### src/csl_pkg.sv
// shared constants and types for the core sequencer latency control block
// assumes one core clock; every clock edge is one instruction cycle
package csl_pkg;

	// system register count and select codes
	localparam int CSL_NUM_SREG = 16;
	localparam logic [3:0] CSL_SREG_PRIMARY_MODE_REGISTER = 4'h0;
	localparam logic [3:0] CSL_SREG_SECONDARY_MODE_REGISTER = 4'h1;
	localparam logic [3:0] CSL_SREG_INTERRUPT_LATCH_REGISTER = 4'h2;
	localparam logic [3:0] CSL_SREG_LOW_INTERRUPT_LATCH_REGISTER = 4'h3;
	localparam logic [3:0] CSL_SREG_INTERRUPT_MASK_REGISTER = 4'h4;
	localparam logic [3:0] CSL_SREG_INTERRUPT_MASK_POINTER = 4'h5;
	localparam logic [3:0] CSL_SREG_MODE_MASK_REGISTER = 4'h6;
	localparam logic [3:0] CSL_SREG_FLAGS = 4'h7;
	localparam logic [3:0] CSL_SREG_ASTAT_PRI = 4'h8;
	localparam logic [3:0] CSL_SREG_ASTAT_SEC = 4'h9;
	localparam logic [3:0] CSL_SREG_STKY_PRI = 4'hA;
	localparam logic [3:0] CSL_SREG_STKY_SEC = 4'hB;
	localparam logic [3:0] CSL_SREG_USER_STATUS_ONE = 4'hC;
	localparam logic [3:0] CSL_SREG_USER_STATUS_TWO = 4'hD;
	localparam logic [3:0] CSL_SREG_USER_STATUS_THREE = 4'hE;
	localparam logic [3:0] CSL_SREG_USER_STATUS_FOUR = 4'hF;
	localparam logic [31:0] CSL_SREG_RESET = 32'h0000_0000;

	// bit positions inside the primary mode register
	localparam int CSL_BIT_SEC_SELECT = 6;
	localparam int CSL_BIT_BIT_REVERSE = 1;
	localparam int CSL_BIT_SIMD = 21;

	// interrupt level that belongs to the vector interrupt
	localparam logic [4:0] CSL_VEC_LEVEL = 5'h0A;

	// register bus map
	localparam logic [7:0] CSL_OFF_VEC_ADDR = 8'h00;
	localparam logic [7:0] CSL_OFF_STATUS = 8'h04;
	localparam logic [7:0] CSL_OFF_DAG_CTRL = 8'h08;
	localparam logic [1:0] CSL_SREG_WINDOW = 2'h1;
	localparam logic [31:0] CSL_VEC_ADDR_RESET = 32'h0000_0000;
	localparam int CSL_STAT_VEC_PEND = 0;
	localparam int CSL_STAT_VEC_SERV = 1;
	localparam int CSL_STAT_LOOP_RUN = 2;
	localparam int CSL_STAT_DAG_SEC = 3;
	localparam int CSL_STAT_SIMD = 4;

	// single-instruction loop tail after the exit condition
	localparam logic [1:0] CSL_LOOP_TAIL = 2'h3;

	// DAG index register count
	localparam int CSL_NUM_IDX = 8;

	typedef enum logic [1:0] {
		CSL_OP_LOAD,
		CSL_OP_SET,
		CSL_OP_CLR,
		CSL_OP_TGL
	} csl_op_e;

	typedef enum logic [1:0] {
		CSL_LOOP_IDLE,
		CSL_LOOP_RUN,
		CSL_LOOP_DRAIN
	} csl_loop_e;

endpackage

### src/csl_dly_reg.sv
// one system register with a one-cycle effect latency
// assumes writes come from same-clock decode logic
module csl_dly_reg
	import csl_pkg::*;
(
	// clock and reset
	input wire logic mclk,
	input wire logic rst_b,
	// write from an instruction
	input wire logic wrEn,
	input wire logic [1:0] wrOp,
	input wire logic [31:0] wrData,
	// immediate hardware clear
	input wire logic [31:0] hwClr,
	// effective value
	output logic [31:0] value
);

	typedef struct packed {
		logic pendValid;
		logic [31:0] pendData;
		logic [31:0] value;
	} csl_dly_s;

	csl_dly_s state_reg;
	csl_dly_s state_next;

	always_comb begin
		logic [31:0] base;
		base = state_reg.pendValid ? state_reg.pendData : state_reg.value;
		state_next = state_reg;
		// pending data lands one cycle after the write
		state_next.value = base & ~hwClr;
		state_next.pendValid = 1'b0;
		if (wrEn) begin
			state_next.pendValid = 1'b1;
			case (csl_op_e'(wrOp))
				CSL_OP_LOAD: state_next.pendData = wrData;
				CSL_OP_SET: state_next.pendData = base | wrData;
				CSL_OP_CLR: state_next.pendData = base & ~wrData;
				CSL_OP_TGL: state_next.pendData = base ^ wrData;
				default: state_next.pendData = wrData;
			endcase
			state_next.pendData = state_next.pendData & ~hwClr;
		end
	end

	always_ff @(posedge mclk or negedge rst_b) begin
		if (!rst_b) begin
			state_reg <= '{pendValid: 1'b0, pendData: CSL_SREG_RESET, value: CSL_SREG_RESET};
		end else begin
			state_reg <= state_next;
		end
	end

	assign value = state_reg.value;

endmodule

### src/csl_core_seq.sv
// core sequencer latency control: system register latency, DAG context,
// conditional return, single-instruction loop tail, bit-reversed jump,
// vector interrupt pending flag
// assumes decode, DAG, stack and interrupt logic on the same core clock
//
// Functional notes
// - DAG bank switch takes effect one cycle late
// - read after switch uses secondary, no forwarding
// - system register writes effective one cycle later
// - latency covers all sixteen system registers
// - dual-mode return needs both conditions true
// - return branches, pops status if pushed, clears mask bit
// - false in either element: no return action
// - loop exits after three iterations past condition
// - bit-reverse mode reverses indirect jump index
// - vector pending flag clears only on return
//
// The address map and strobed register access are this design's own decisions.
module csl_core_seq
	import csl_pkg::*;
(
	// clock and reset
	input wire logic mclk,
	input wire logic rst_b,
	// register bus
	input wire logic [7:0] busAddr,
	input wire logic [31:0] busWrData,
	input wire logic busWr,
	input wire logic busRd,
	output logic [31:0] busRdData,
	// system register write from decode (pm, dm or bit op alike)
	input wire logic sregWr,
	input wire logic [3:0] sregSel,
	input wire logic [1:0] sregOp,
	input wire logic [31:0] sregData,
	output logic [31:0] primaryModeEff,
	// DATA_ADDRESS_GENERATOR_ONE index registers
	input wire logic dagWr,
	input wire logic [2:0] dagWrIdx,
	input wire logic [31:0] dagWrData,
	input wire logic dagRd,
	input wire logic [2:0] dagRdIdx,
	output logic [31:0] dagRdData,
	output logic dagSecSel,
	// conditional return from interrupt
	input wire logic rtiReq,
	input wire logic rtiCondPri,
	input wire logic rtiCondSec,
	input wire logic rtiStatusPushed,
	input wire logic [4:0] rtiLevel,
	input wire logic [31:0] pcStackTop,
	output logic statusPop,
	// indirect jump
	input wire logic jumpReq,
	input wire logic [31:0] jumpIndex,
	input wire logic [31:0] jumpModify,
	// branch result
	output logic branchValid,
	output logic [31:0] branchTarget,
	// single-instruction loop
	input wire logic loopStart,
	input wire logic loopCondMet,
	output logic loopRun,
	output logic loopDone,
	// vector interrupt
	input wire logic vecEnter,
	output logic vecPending,
	output logic vecInService,
	output logic [31:0] vecAddr
);

	typedef struct packed {
		logic [CSL_NUM_IDX-1:0][31:0] idxPri;
		logic [CSL_NUM_IDX-1:0][31:0] idxSec;
		logic [31:0] dagRdData;
		logic branchValid;
		logic [31:0] branchTarget;
		logic statusPop;
		csl_loop_e loopState;
		logic [1:0] loopCnt;
		logic loopRun;
		logic loopDone;
		logic [31:0] vecAddr;
		logic vecPending;
		logic vecInService;
		logic dagLock;
		logic [31:0] busRdData;
	} csl_top_s;

	csl_top_s state_reg;
	csl_top_s state_next;

	logic [CSL_NUM_SREG-1:0][31:0] sregVal;
	logic [CSL_NUM_SREG-1:0] sregWrEn;
	logic [CSL_NUM_SREG-1:0][31:0] sregHwClr;
	logic [1:0] sregWrOp;
	logic [31:0] sregWrData;
	logic [3:0] sregWrSel;
	logic sregWrAny;
	logic busSregHit;
	logic secSelEff;
	logic simdEff;
	logic bitRevEff;
	logic rtiCond;
	logic rtiExec;
	logic [31:0] jumpBase;

	// bus writes to the system register window share the decode path;
	// decode has priority, a colliding bus write is dropped
	assign busSregHit = busAddr[7:6] == CSL_SREG_WINDOW;
	assign sregWrAny = sregWr || (busWr && busSregHit);
	assign sregWrSel = sregWr ? sregSel : busAddr[5:2];
	assign sregWrOp = sregWr ? sregOp : CSL_OP_LOAD;
	assign sregWrData = sregWr ? sregData : busWrData;

	// mode bits are read from the effective (already latent) value
	assign secSelEff = sregVal[CSL_SREG_PRIMARY_MODE_REGISTER][CSL_BIT_SEC_SELECT];
	assign simdEff = sregVal[CSL_SREG_PRIMARY_MODE_REGISTER][CSL_BIT_SIMD];
	assign bitRevEff = sregVal[CSL_SREG_PRIMARY_MODE_REGISTER][CSL_BIT_BIT_REVERSE];

	// dual mode demands both elements; single mode only the primary
	assign rtiCond = rtiCondPri && (!simdEff || rtiCondSec);
	assign rtiExec = rtiReq && rtiCond;

	// full 32-bit reversal of the index before modify
	always_comb begin
		jumpBase = jumpIndex;
		if (bitRevEff) begin
			for (int b = 0; b < 32; b++) begin
				jumpBase[b] = jumpIndex[31-b];
			end
		end
	end

	// one latent register per system register
	generate
		for (genvar g = 0; g < CSL_NUM_SREG; g++) begin : g_sreg
			always_comb begin
				sregWrEn[g] = sregWrAny && (sregWrSel == 4'(g));
				sregHwClr[g] = 32'h0000_0000;
				if ((4'(g) == CSL_SREG_INTERRUPT_MASK_POINTER) && rtiExec) begin
					sregHwClr[g] = 32'h0000_0001 << rtiLevel;
				end
			end
			csl_dly_reg u_reg (
				.mclk(mclk),
				.rst_b(rst_b),
				.wrEn(sregWrEn[g]),
				.wrOp(sregWrOp),
				.wrData(sregWrData),
				.hwClr(sregHwClr[g]),
				.value(sregVal[g])
			);
		end
	endgenerate

	always_comb begin
		state_next = state_reg;
		state_next.branchValid = 1'b0;
		state_next.statusPop = 1'b0;
		state_next.loopDone = 1'b0;
		state_next.busRdData = 32'h0000_0000;

		// DAG index bank: bank chosen by the effective select, reads come
		// from stored state only so a same-slot write is never forwarded
		if (dagWr) begin
			if (secSelEff) begin
				state_next.idxSec[dagWrIdx] = dagWrData;
			end else begin
				state_next.idxPri[dagWrIdx] = dagWrData;
			end
		end
		if (dagRd) begin
			state_next.dagRdData = secSelEff ? state_reg.idxSec[dagRdIdx] :
				state_reg.idxPri[dagRdIdx];
		end

		// branch: return wins over an indirect jump in the same cycle
		if (rtiExec) begin
			state_next.branchValid = 1'b1;
			state_next.branchTarget = pcStackTop;
			state_next.statusPop = rtiStatusPushed;
		end else if (jumpReq) begin
			state_next.branchValid = 1'b1;
			state_next.branchTarget = jumpBase + jumpModify;
		end

		// single-instruction loop, pm or dm instruction alike
		case (state_reg.loopState)
			CSL_LOOP_IDLE: begin
				if (loopStart) begin
					state_next.loopState = CSL_LOOP_RUN;
					state_next.loopRun = 1'b1;
				end
			end
			CSL_LOOP_RUN: begin
				// condition sampled every cycle
				if (loopCondMet) begin
					state_next.loopState = CSL_LOOP_DRAIN;
					state_next.loopCnt = 2'h0;
				end
			end
			CSL_LOOP_DRAIN: begin
				state_next.loopCnt = state_reg.loopCnt + 2'h1;
				if (state_reg.loopCnt == CSL_LOOP_TAIL - 2'h1) begin
					state_next.loopState = CSL_LOOP_IDLE;
					state_next.loopRun = 1'b0;
					state_next.loopDone = 1'b1;
				end
			end
			default: begin
				state_next.loopState = CSL_LOOP_IDLE;
				state_next.loopRun = 1'b0;
			end
		endcase

		// vector interrupt: entry keeps the flag, return clears it
		if (vecEnter && state_reg.vecPending) begin
			state_next.vecInService = 1'b1;
		end
		if (rtiExec && (rtiLevel == CSL_VEC_LEVEL) && state_reg.vecInService) begin
			state_next.vecPending = 1'b0;
			state_next.vecInService = 1'b0;
		end
		// a new address always lands; the host is expected to poll first,
		// and a set in the clearing cycle wins
		if (busWr && (busAddr == CSL_OFF_VEC_ADDR)) begin
			state_next.vecAddr = busWrData;
			state_next.vecPending = 1'b1;
		end

		// dag lock: software may hold the secondary bank read-only
		if (busWr && (busAddr == CSL_OFF_DAG_CTRL)) begin
			state_next.dagLock = busWrData[0];
		end
		if (dagWr && secSelEff && state_reg.dagLock) begin
			state_next.idxSec[dagWrIdx] = state_reg.idxSec[dagWrIdx];
		end

		// read data appears the cycle after the strobe, zero elsewhere
		if (busRd) begin
			if (busSregHit) begin
				state_next.busRdData = sregVal[busAddr[5:2]];
			end else if (busAddr == CSL_OFF_VEC_ADDR) begin
				state_next.busRdData = state_reg.vecAddr;
			end else if (busAddr == CSL_OFF_STATUS) begin
				state_next.busRdData[CSL_STAT_VEC_PEND] = state_reg.vecPending;
				state_next.busRdData[CSL_STAT_VEC_SERV] = state_reg.vecInService;
				state_next.busRdData[CSL_STAT_LOOP_RUN] = state_reg.loopRun;
				state_next.busRdData[CSL_STAT_DAG_SEC] = secSelEff;
				state_next.busRdData[CSL_STAT_SIMD] = simdEff;
			end else if (busAddr == CSL_OFF_DAG_CTRL) begin
				state_next.busRdData[0] = state_reg.dagLock;
			end
		end
	end

	always_ff @(posedge mclk or negedge rst_b) begin
		if (!rst_b) begin
			state_reg <= '0;
			state_reg.loopState <= CSL_LOOP_IDLE;
			state_reg.vecAddr <= CSL_VEC_ADDR_RESET;
		end else begin
			state_reg <= state_next;
		end
	end

	assign busRdData = state_reg.busRdData;
	assign primaryModeEff = sregVal[CSL_SREG_PRIMARY_MODE_REGISTER];
	assign dagRdData = state_reg.dagRdData;
	assign dagSecSel = secSelEff;
	assign statusPop = state_reg.statusPop;
	assign branchValid = state_reg.branchValid;
	assign branchTarget = state_reg.branchTarget;
	assign loopRun = state_reg.loopRun;
	assign loopDone = state_reg.loopDone;
	assign vecPending = state_reg.vecPending;
	assign vecInService = state_reg.vecInService;
	assign vecAddr = state_reg.vecAddr;

endmodule

### config.mk
export PLATFORM = sky130hd
export DESIGN_NAME = csl_core_seq
export DESIGN_NICKNAME = d
export VERILOG_FILES = /design/src/csl_pkg.sv /design/src/csl_dly_reg.sv /design/src/csl_core_seq.sv
export SDC_FILE = /design/constraint.sdc
export NUM_CORES = 2
export LEC_CHECK = 0
export BUFFER_PORTS_ARGS = -buffer_cell sky130_fd_sc_hd__buf_2
export CORE_AREA = 2 2 454 456
export DETAILED_ROUTE_END_ITERATION = 12
export DIE_AREA = 0 0 456 458
export GPL_ROUTABILITY_DRIVEN = 0
export PLACE_DENSITY = 0.75
export SLEW_MARGIN = 30
export SYNTH_ARGS = -nofsm -noshare
export SYNTH_HDL_FRONTEND = slang
export SYNTH_HIERARCHICAL = 1
export SYNTH_SLANG_ARGS = --single-unit
### constraint.sdc
create_clock -name mclk -period 8.96 [get_ports mclk]
set_input_delay 1.344 -clock mclk [delete_from_list [all_inputs] [get_ports mclk]]
set_output_delay 1.344 -clock mclk [all_outputs]
set_load 0.005 [all_outputs]
==> results.md <==
- The flow ran to the end, and the final reports show no timing, DRC or antenna violations.
- Clock skew on the completed layout was measured at around 53 ps.
- Counting tap cells, the placed design contains a total of 13.3k instances.
- For this design, the slowest cell found on the critical path is sky130_fd_sc_hd__nor2_4.
- CTS placed an instance of sky130_fd_sc_hd__clkbuf_16 at the clock tree root.
- The floorplan step set the die width to about 460 µm.
- In the synthesized netlist the dominant register cell turns out to be sky130_fd_sc_hd__dfrtp_1.
- The die area is 209000 µm².
- On the worst path, the slowest cell contributes a delay of 680 ps.
- For the worst setup path, the data required time is 9700 ps.
- The worst slack at placement is 3890 ps.
- From synthesis to final layout, the design area changed by 7.69%.
- The via count of the first global-routing pass is just over 80k.
- The remaining max-slew budget at the tightest pin is 0.247.
- The number of fillers in the final layout is ~16k.
- The routed wire length is between 300000 and 400000 µm.
- STA classifies the critical path startpoint as an input port.
- The clock sink total is approximately 1.7k.
- For this run, the total global-route usage over all layers was measured as 0.293.
- With fillers left out, the area of the finished cells amounts to ~130000 µm².
- The number of failing hold endpoints at the final stage is 0.
- In this run, synthesis inferred 0 flip-flops with an integrated enable.
- Sorting the synthesized cells by how often they occur yields 2063 x sky130_fd_sc_hd__inv_1, 1691 x sky130_fd_sc_hd__dfrtp_1, 1056 x sky130_fd_sc_hd__ha_1.
- Once placement finished, the instance area stood at ~120000 µm².
- The critical path's most frequent cell is sky130_fd_sc_hd__buf_4.
- The standby leakage power is 65.4 nW.
- The share of synthesized area in the top cell type comes to 0.360.
- The worst path needs roughly 4100 ps of the cycle, external delays included.
- Once detail routing completed, the nets flagged for antenna violations numbered 0.
- The least setup slack across all paths after layout is approximately 4800 ps.
- The number of antenna violations at the first check in global routing is 20.
- The combined area of all synthesized cells is ~120000 µm².
- Grouping stages by cell kind, the critical path spends the most delay in buffers and inverters.
- After clock tree synthesis, the clock-pin slew on the worst setup and hold paths is ~60 ps.
- For this configuration, the core starts out at a cell density of 0.577.
- In the final layout, the share of cells above drive strength 1 is 0.220.
- IR analysis of the VDD net gives a maximum drop of approximately 0.22 mV.
- The net count of the finished layout is 12.1k.
- The worst-skew pair later-pin latency is 870 ps.
- The H-tree depth is 4.
- The core occupancy in the finished layout is 0.622.
- The worst hold slack is around 450 ps.
- The post-synthesis area per instance is approximately 11 µm².
- The class of the tightest hold or removal check is input port to asynchronous set/reset pin.
- The clock tree from TritonCTS is done.
- The number of clock buffers added by TritonCTS is 187.
- Input and output buffers added on the ports amount to between 300 and 400.
- The first detailed-routing pass ran for 6 iterations.
- The total grt overflow is 0.
- At the pin with the least slew margin, the transition time is around 1100 ps.
- The maximum number of buffers from clock root to sink is 3.
- The max-cap violation count is 0.
- The register area is 42300 µm².
- By area the synthesized netlist is led by sky130_fd_sc_hd__dfrtp_1 36%, sky130_fd_sc_hd__mux4_2 15%, sky130_fd_sc_hd__ha_1 11%, sky130_fd_sc_hd__inv_1 6.6%, sky130_fd_sc_hd__mux2_2 6.1%.
- The residual DRC count is 0.
- The critical path class is input port to flop.
- The count of endpoints failing setup in the final report is 0.
- Post-CTS repair changed the size of 0 cells.
- Static timing analysis puts the maximum clock frequency at between 200 and 250 MHz.
- The ratio of routed vias to standard cells is roughly 5.7.
- STA puts the critical path data arrival time at around 4900 ps.
- The areal power density over the cells is between 150 and 200 nW/µm².
- The worst setup path is captured at a flop.
- Together, buffers and inverters on the worst path number 4.
- Across all layers, the routed design uses 77.9k vias.
- For this design the top-level I/O count stands at 399.
- The chip height is 458 µm.
- The part of the Yosys area used for sequential elements is 0.360.
- After clock tree synthesis, the flow added hold-fix buffers numbering 0.
- The post-route total power is about 21 mW.
- Setup repair after global routing left no endpoint under its margin.
- The multi-input gate area in the final layout is ~63000 µm².
- The global-route wire length before repair is about 470000 µm.
- The sum of negative setup slack is 0 ps.
- The total count of max-transition violations in the final report is 0.
- The core region is 204000 µm².
- The register with the most flip-flops in the layout has about 530 of them.
- The initial detailed-routing violation count is around 6.1k.
- The biggest area consumer among synthesized cells is sky130_fd_sc_hd__dfrtp_1.
- Of the available clock period, the critical path in the final layout requires 0.461.
- The count of cells in the finished layout, fillers not included, comes to 13.7k.
- After detailed routing, the average wire length per cell comes to 22.2 µm.
- Row generation in the floorplan step produced between 150 and 200 rows.
- The signal on the critical path passes through buf_2 -> buf_4 -> buf_4 -> and2_1 -> nand2_1 -> nor2_4 -> buf_4 -> mux2_2.
- Of all flip-flops after synthesis, the portion carrying an async set or reset was 1.00.
- The number of unique standard cell types used by synthesis is 77.
- Entering global routing, the biggest net connects 161 pins.
- The number of warning messages in the yosys log is 6.
- In the post-synthesis netlist, the cell with the most instances is sky130_fd_sc_hd__inv_1.
- The maximum fanout along the worst path is 39.
- The half-perimeter wire length after detailed placement is 194000 µm.
- In the synthesized netlist, the number of instances is 10.4k.
- Post-CTS timing repair inserted 0 buffers for setup.
- The flop and latch count out of synthesis is 1691.
[logic make-up after synthesis]
kind of cell             share of synthesized area
buffers and inverters                        0.135
multiplexers                                 0.275
flip-flops                                   0.360
AND/OR/NAND/NOR                             0.0600
adder cells (fa/ha/maj)                      0.112
AO/OA/AOI/OAI                               0.0567
XOR/XNOR                                   0.00208
other                                    0.0000319
[layer usage]
metal | GRT usage | share of wire | vias to the layer above | wire length [µm]
met2 | 0.493 | 0.49 | 2780 | 148000
met3 | 0.0502 | 0.070 | 668 | 21100
met1 | 0.375 | 0.40 | 40100 | 122000
met5 | 0 | 0.00019 | - | 57
met4 | 0.124 | 0.044 | 10 | 13200
li1 | - | - | 34300 | -
[power breakdown]
group / internal, mW / switching, mW / leakage (nW)
Clock: 4.79 / 3.47 / 3.25
Combinational: 2.04 / 2.03 / 39.7
Sequential: 8.57 / 0.549 / 22.5
[path summary, 6_finish.rpt]
| check | cells past startpoint | start | to | slack, ps |
|---|---|---|---|---|
| hold / removal | 1 | rst_b | state_reg[602] | 450 |
| setup / recovery | 8 | dagWrIdx[2] | state_reg[650] | 4830 |
| hold reg to reg | 1 | dagRdData[11] | dagRdData[11] | 500 |
| setup reg to reg | 14 | g_sreg[0].u_reg/value[1] | branchTarget[22] | 4960 |
| max in group asynchronous | 3 | rst_b | state_reg[624] | 6200 |
| min in group mclk | 1 | dagRdData[11] | dagRdData[11] | 500 |
[cell type report]
cell class | instances | area share
timing repair buffer | 508 | 0.0255
multi-input combinational | 6399 | 0.500
clock buffer | 268 | 0.0432
sequential | 1691 | 0.334
inverter | 2064 | 0.0611
clock inverter | 82 | 0.00904
antenna | 6 | 0.000119
tap | 2688 | 0.0265
[worst register-to-register path: cells and delay by family, from the launching register on]
family	cells	cell delay [ps]
muxes	1	280
DFF	1	480
xor gates and xnor gates	1	250
buffers and inverters	2	500
and+or+nand+nor	1	140
AOI/OAI and AO/OA	7	1580
adders and majority gates	2	660
[placed cells by master, fill, tap and decap left out, types with 9 or more instances in the layout]
cell type and n:
sky130_fd_sc_hd__mux4_1 66, sky130_fd_sc_hd__bufinv_16 17, sky130_fd_sc_hd__buf_2 387, sky130_fd_sc_hd__clkbuf_16 187
sky130_fd_sc_hd__o21ai_0 53, sky130_fd_sc_hd__clkinv_2 37, sky130_fd_sc_hd__mux2_2 633, sky130_fd_sc_hd__and2_1 12
sky130_fd_sc_hd__buf_4 82, sky130_fd_sc_hd__dfrtp_2 16, sky130_fd_sc_hd__a31oi_1 36, sky130_fd_sc_hd__a211oi_1 29
sky130_fd_sc_hd__a31o_2 100, sky130_fd_sc_hd__dfrtp_1 1672, sky130_fd_sc_hd__and3_1 9, sky130_fd_sc_hd__nor2b_1 576
sky130_fd_sc_hd__nor2_4 26, sky130_fd_sc_hd__clkbuf_1 32, sky130_fd_sc_hd__inv_1 2063, sky130_fd_sc_hd__a21oi_1 100
sky130_fd_sc_hd__mux2_4 31, sky130_fd_sc_hd__xor2_1 10, sky130_fd_sc_hd__clkbuf_8 49, sky130_fd_sc_hd__xnor2_1 18
sky130_fd_sc_hd__mux2i_1 571, sky130_fd_sc_hd__a21o_1 11, sky130_fd_sc_hd__conb_1 960, sky130_fd_sc_hd__a221oi_1 21
sky130_fd_sc_hd__a22oi_1 46, sky130_fd_sc_hd__nand2_1 123, sky130_fd_sc_hd__nor2_1 627, sky130_fd_sc_hd__mux4_2 765
sky130_fd_sc_hd__buf_6 11, sky130_fd_sc_hd__a31o_1 414, sky130_fd_sc_hd__ha_1 1056, sky130_fd_sc_hd__buf_12 23
(Power assumes the default switching activity.)
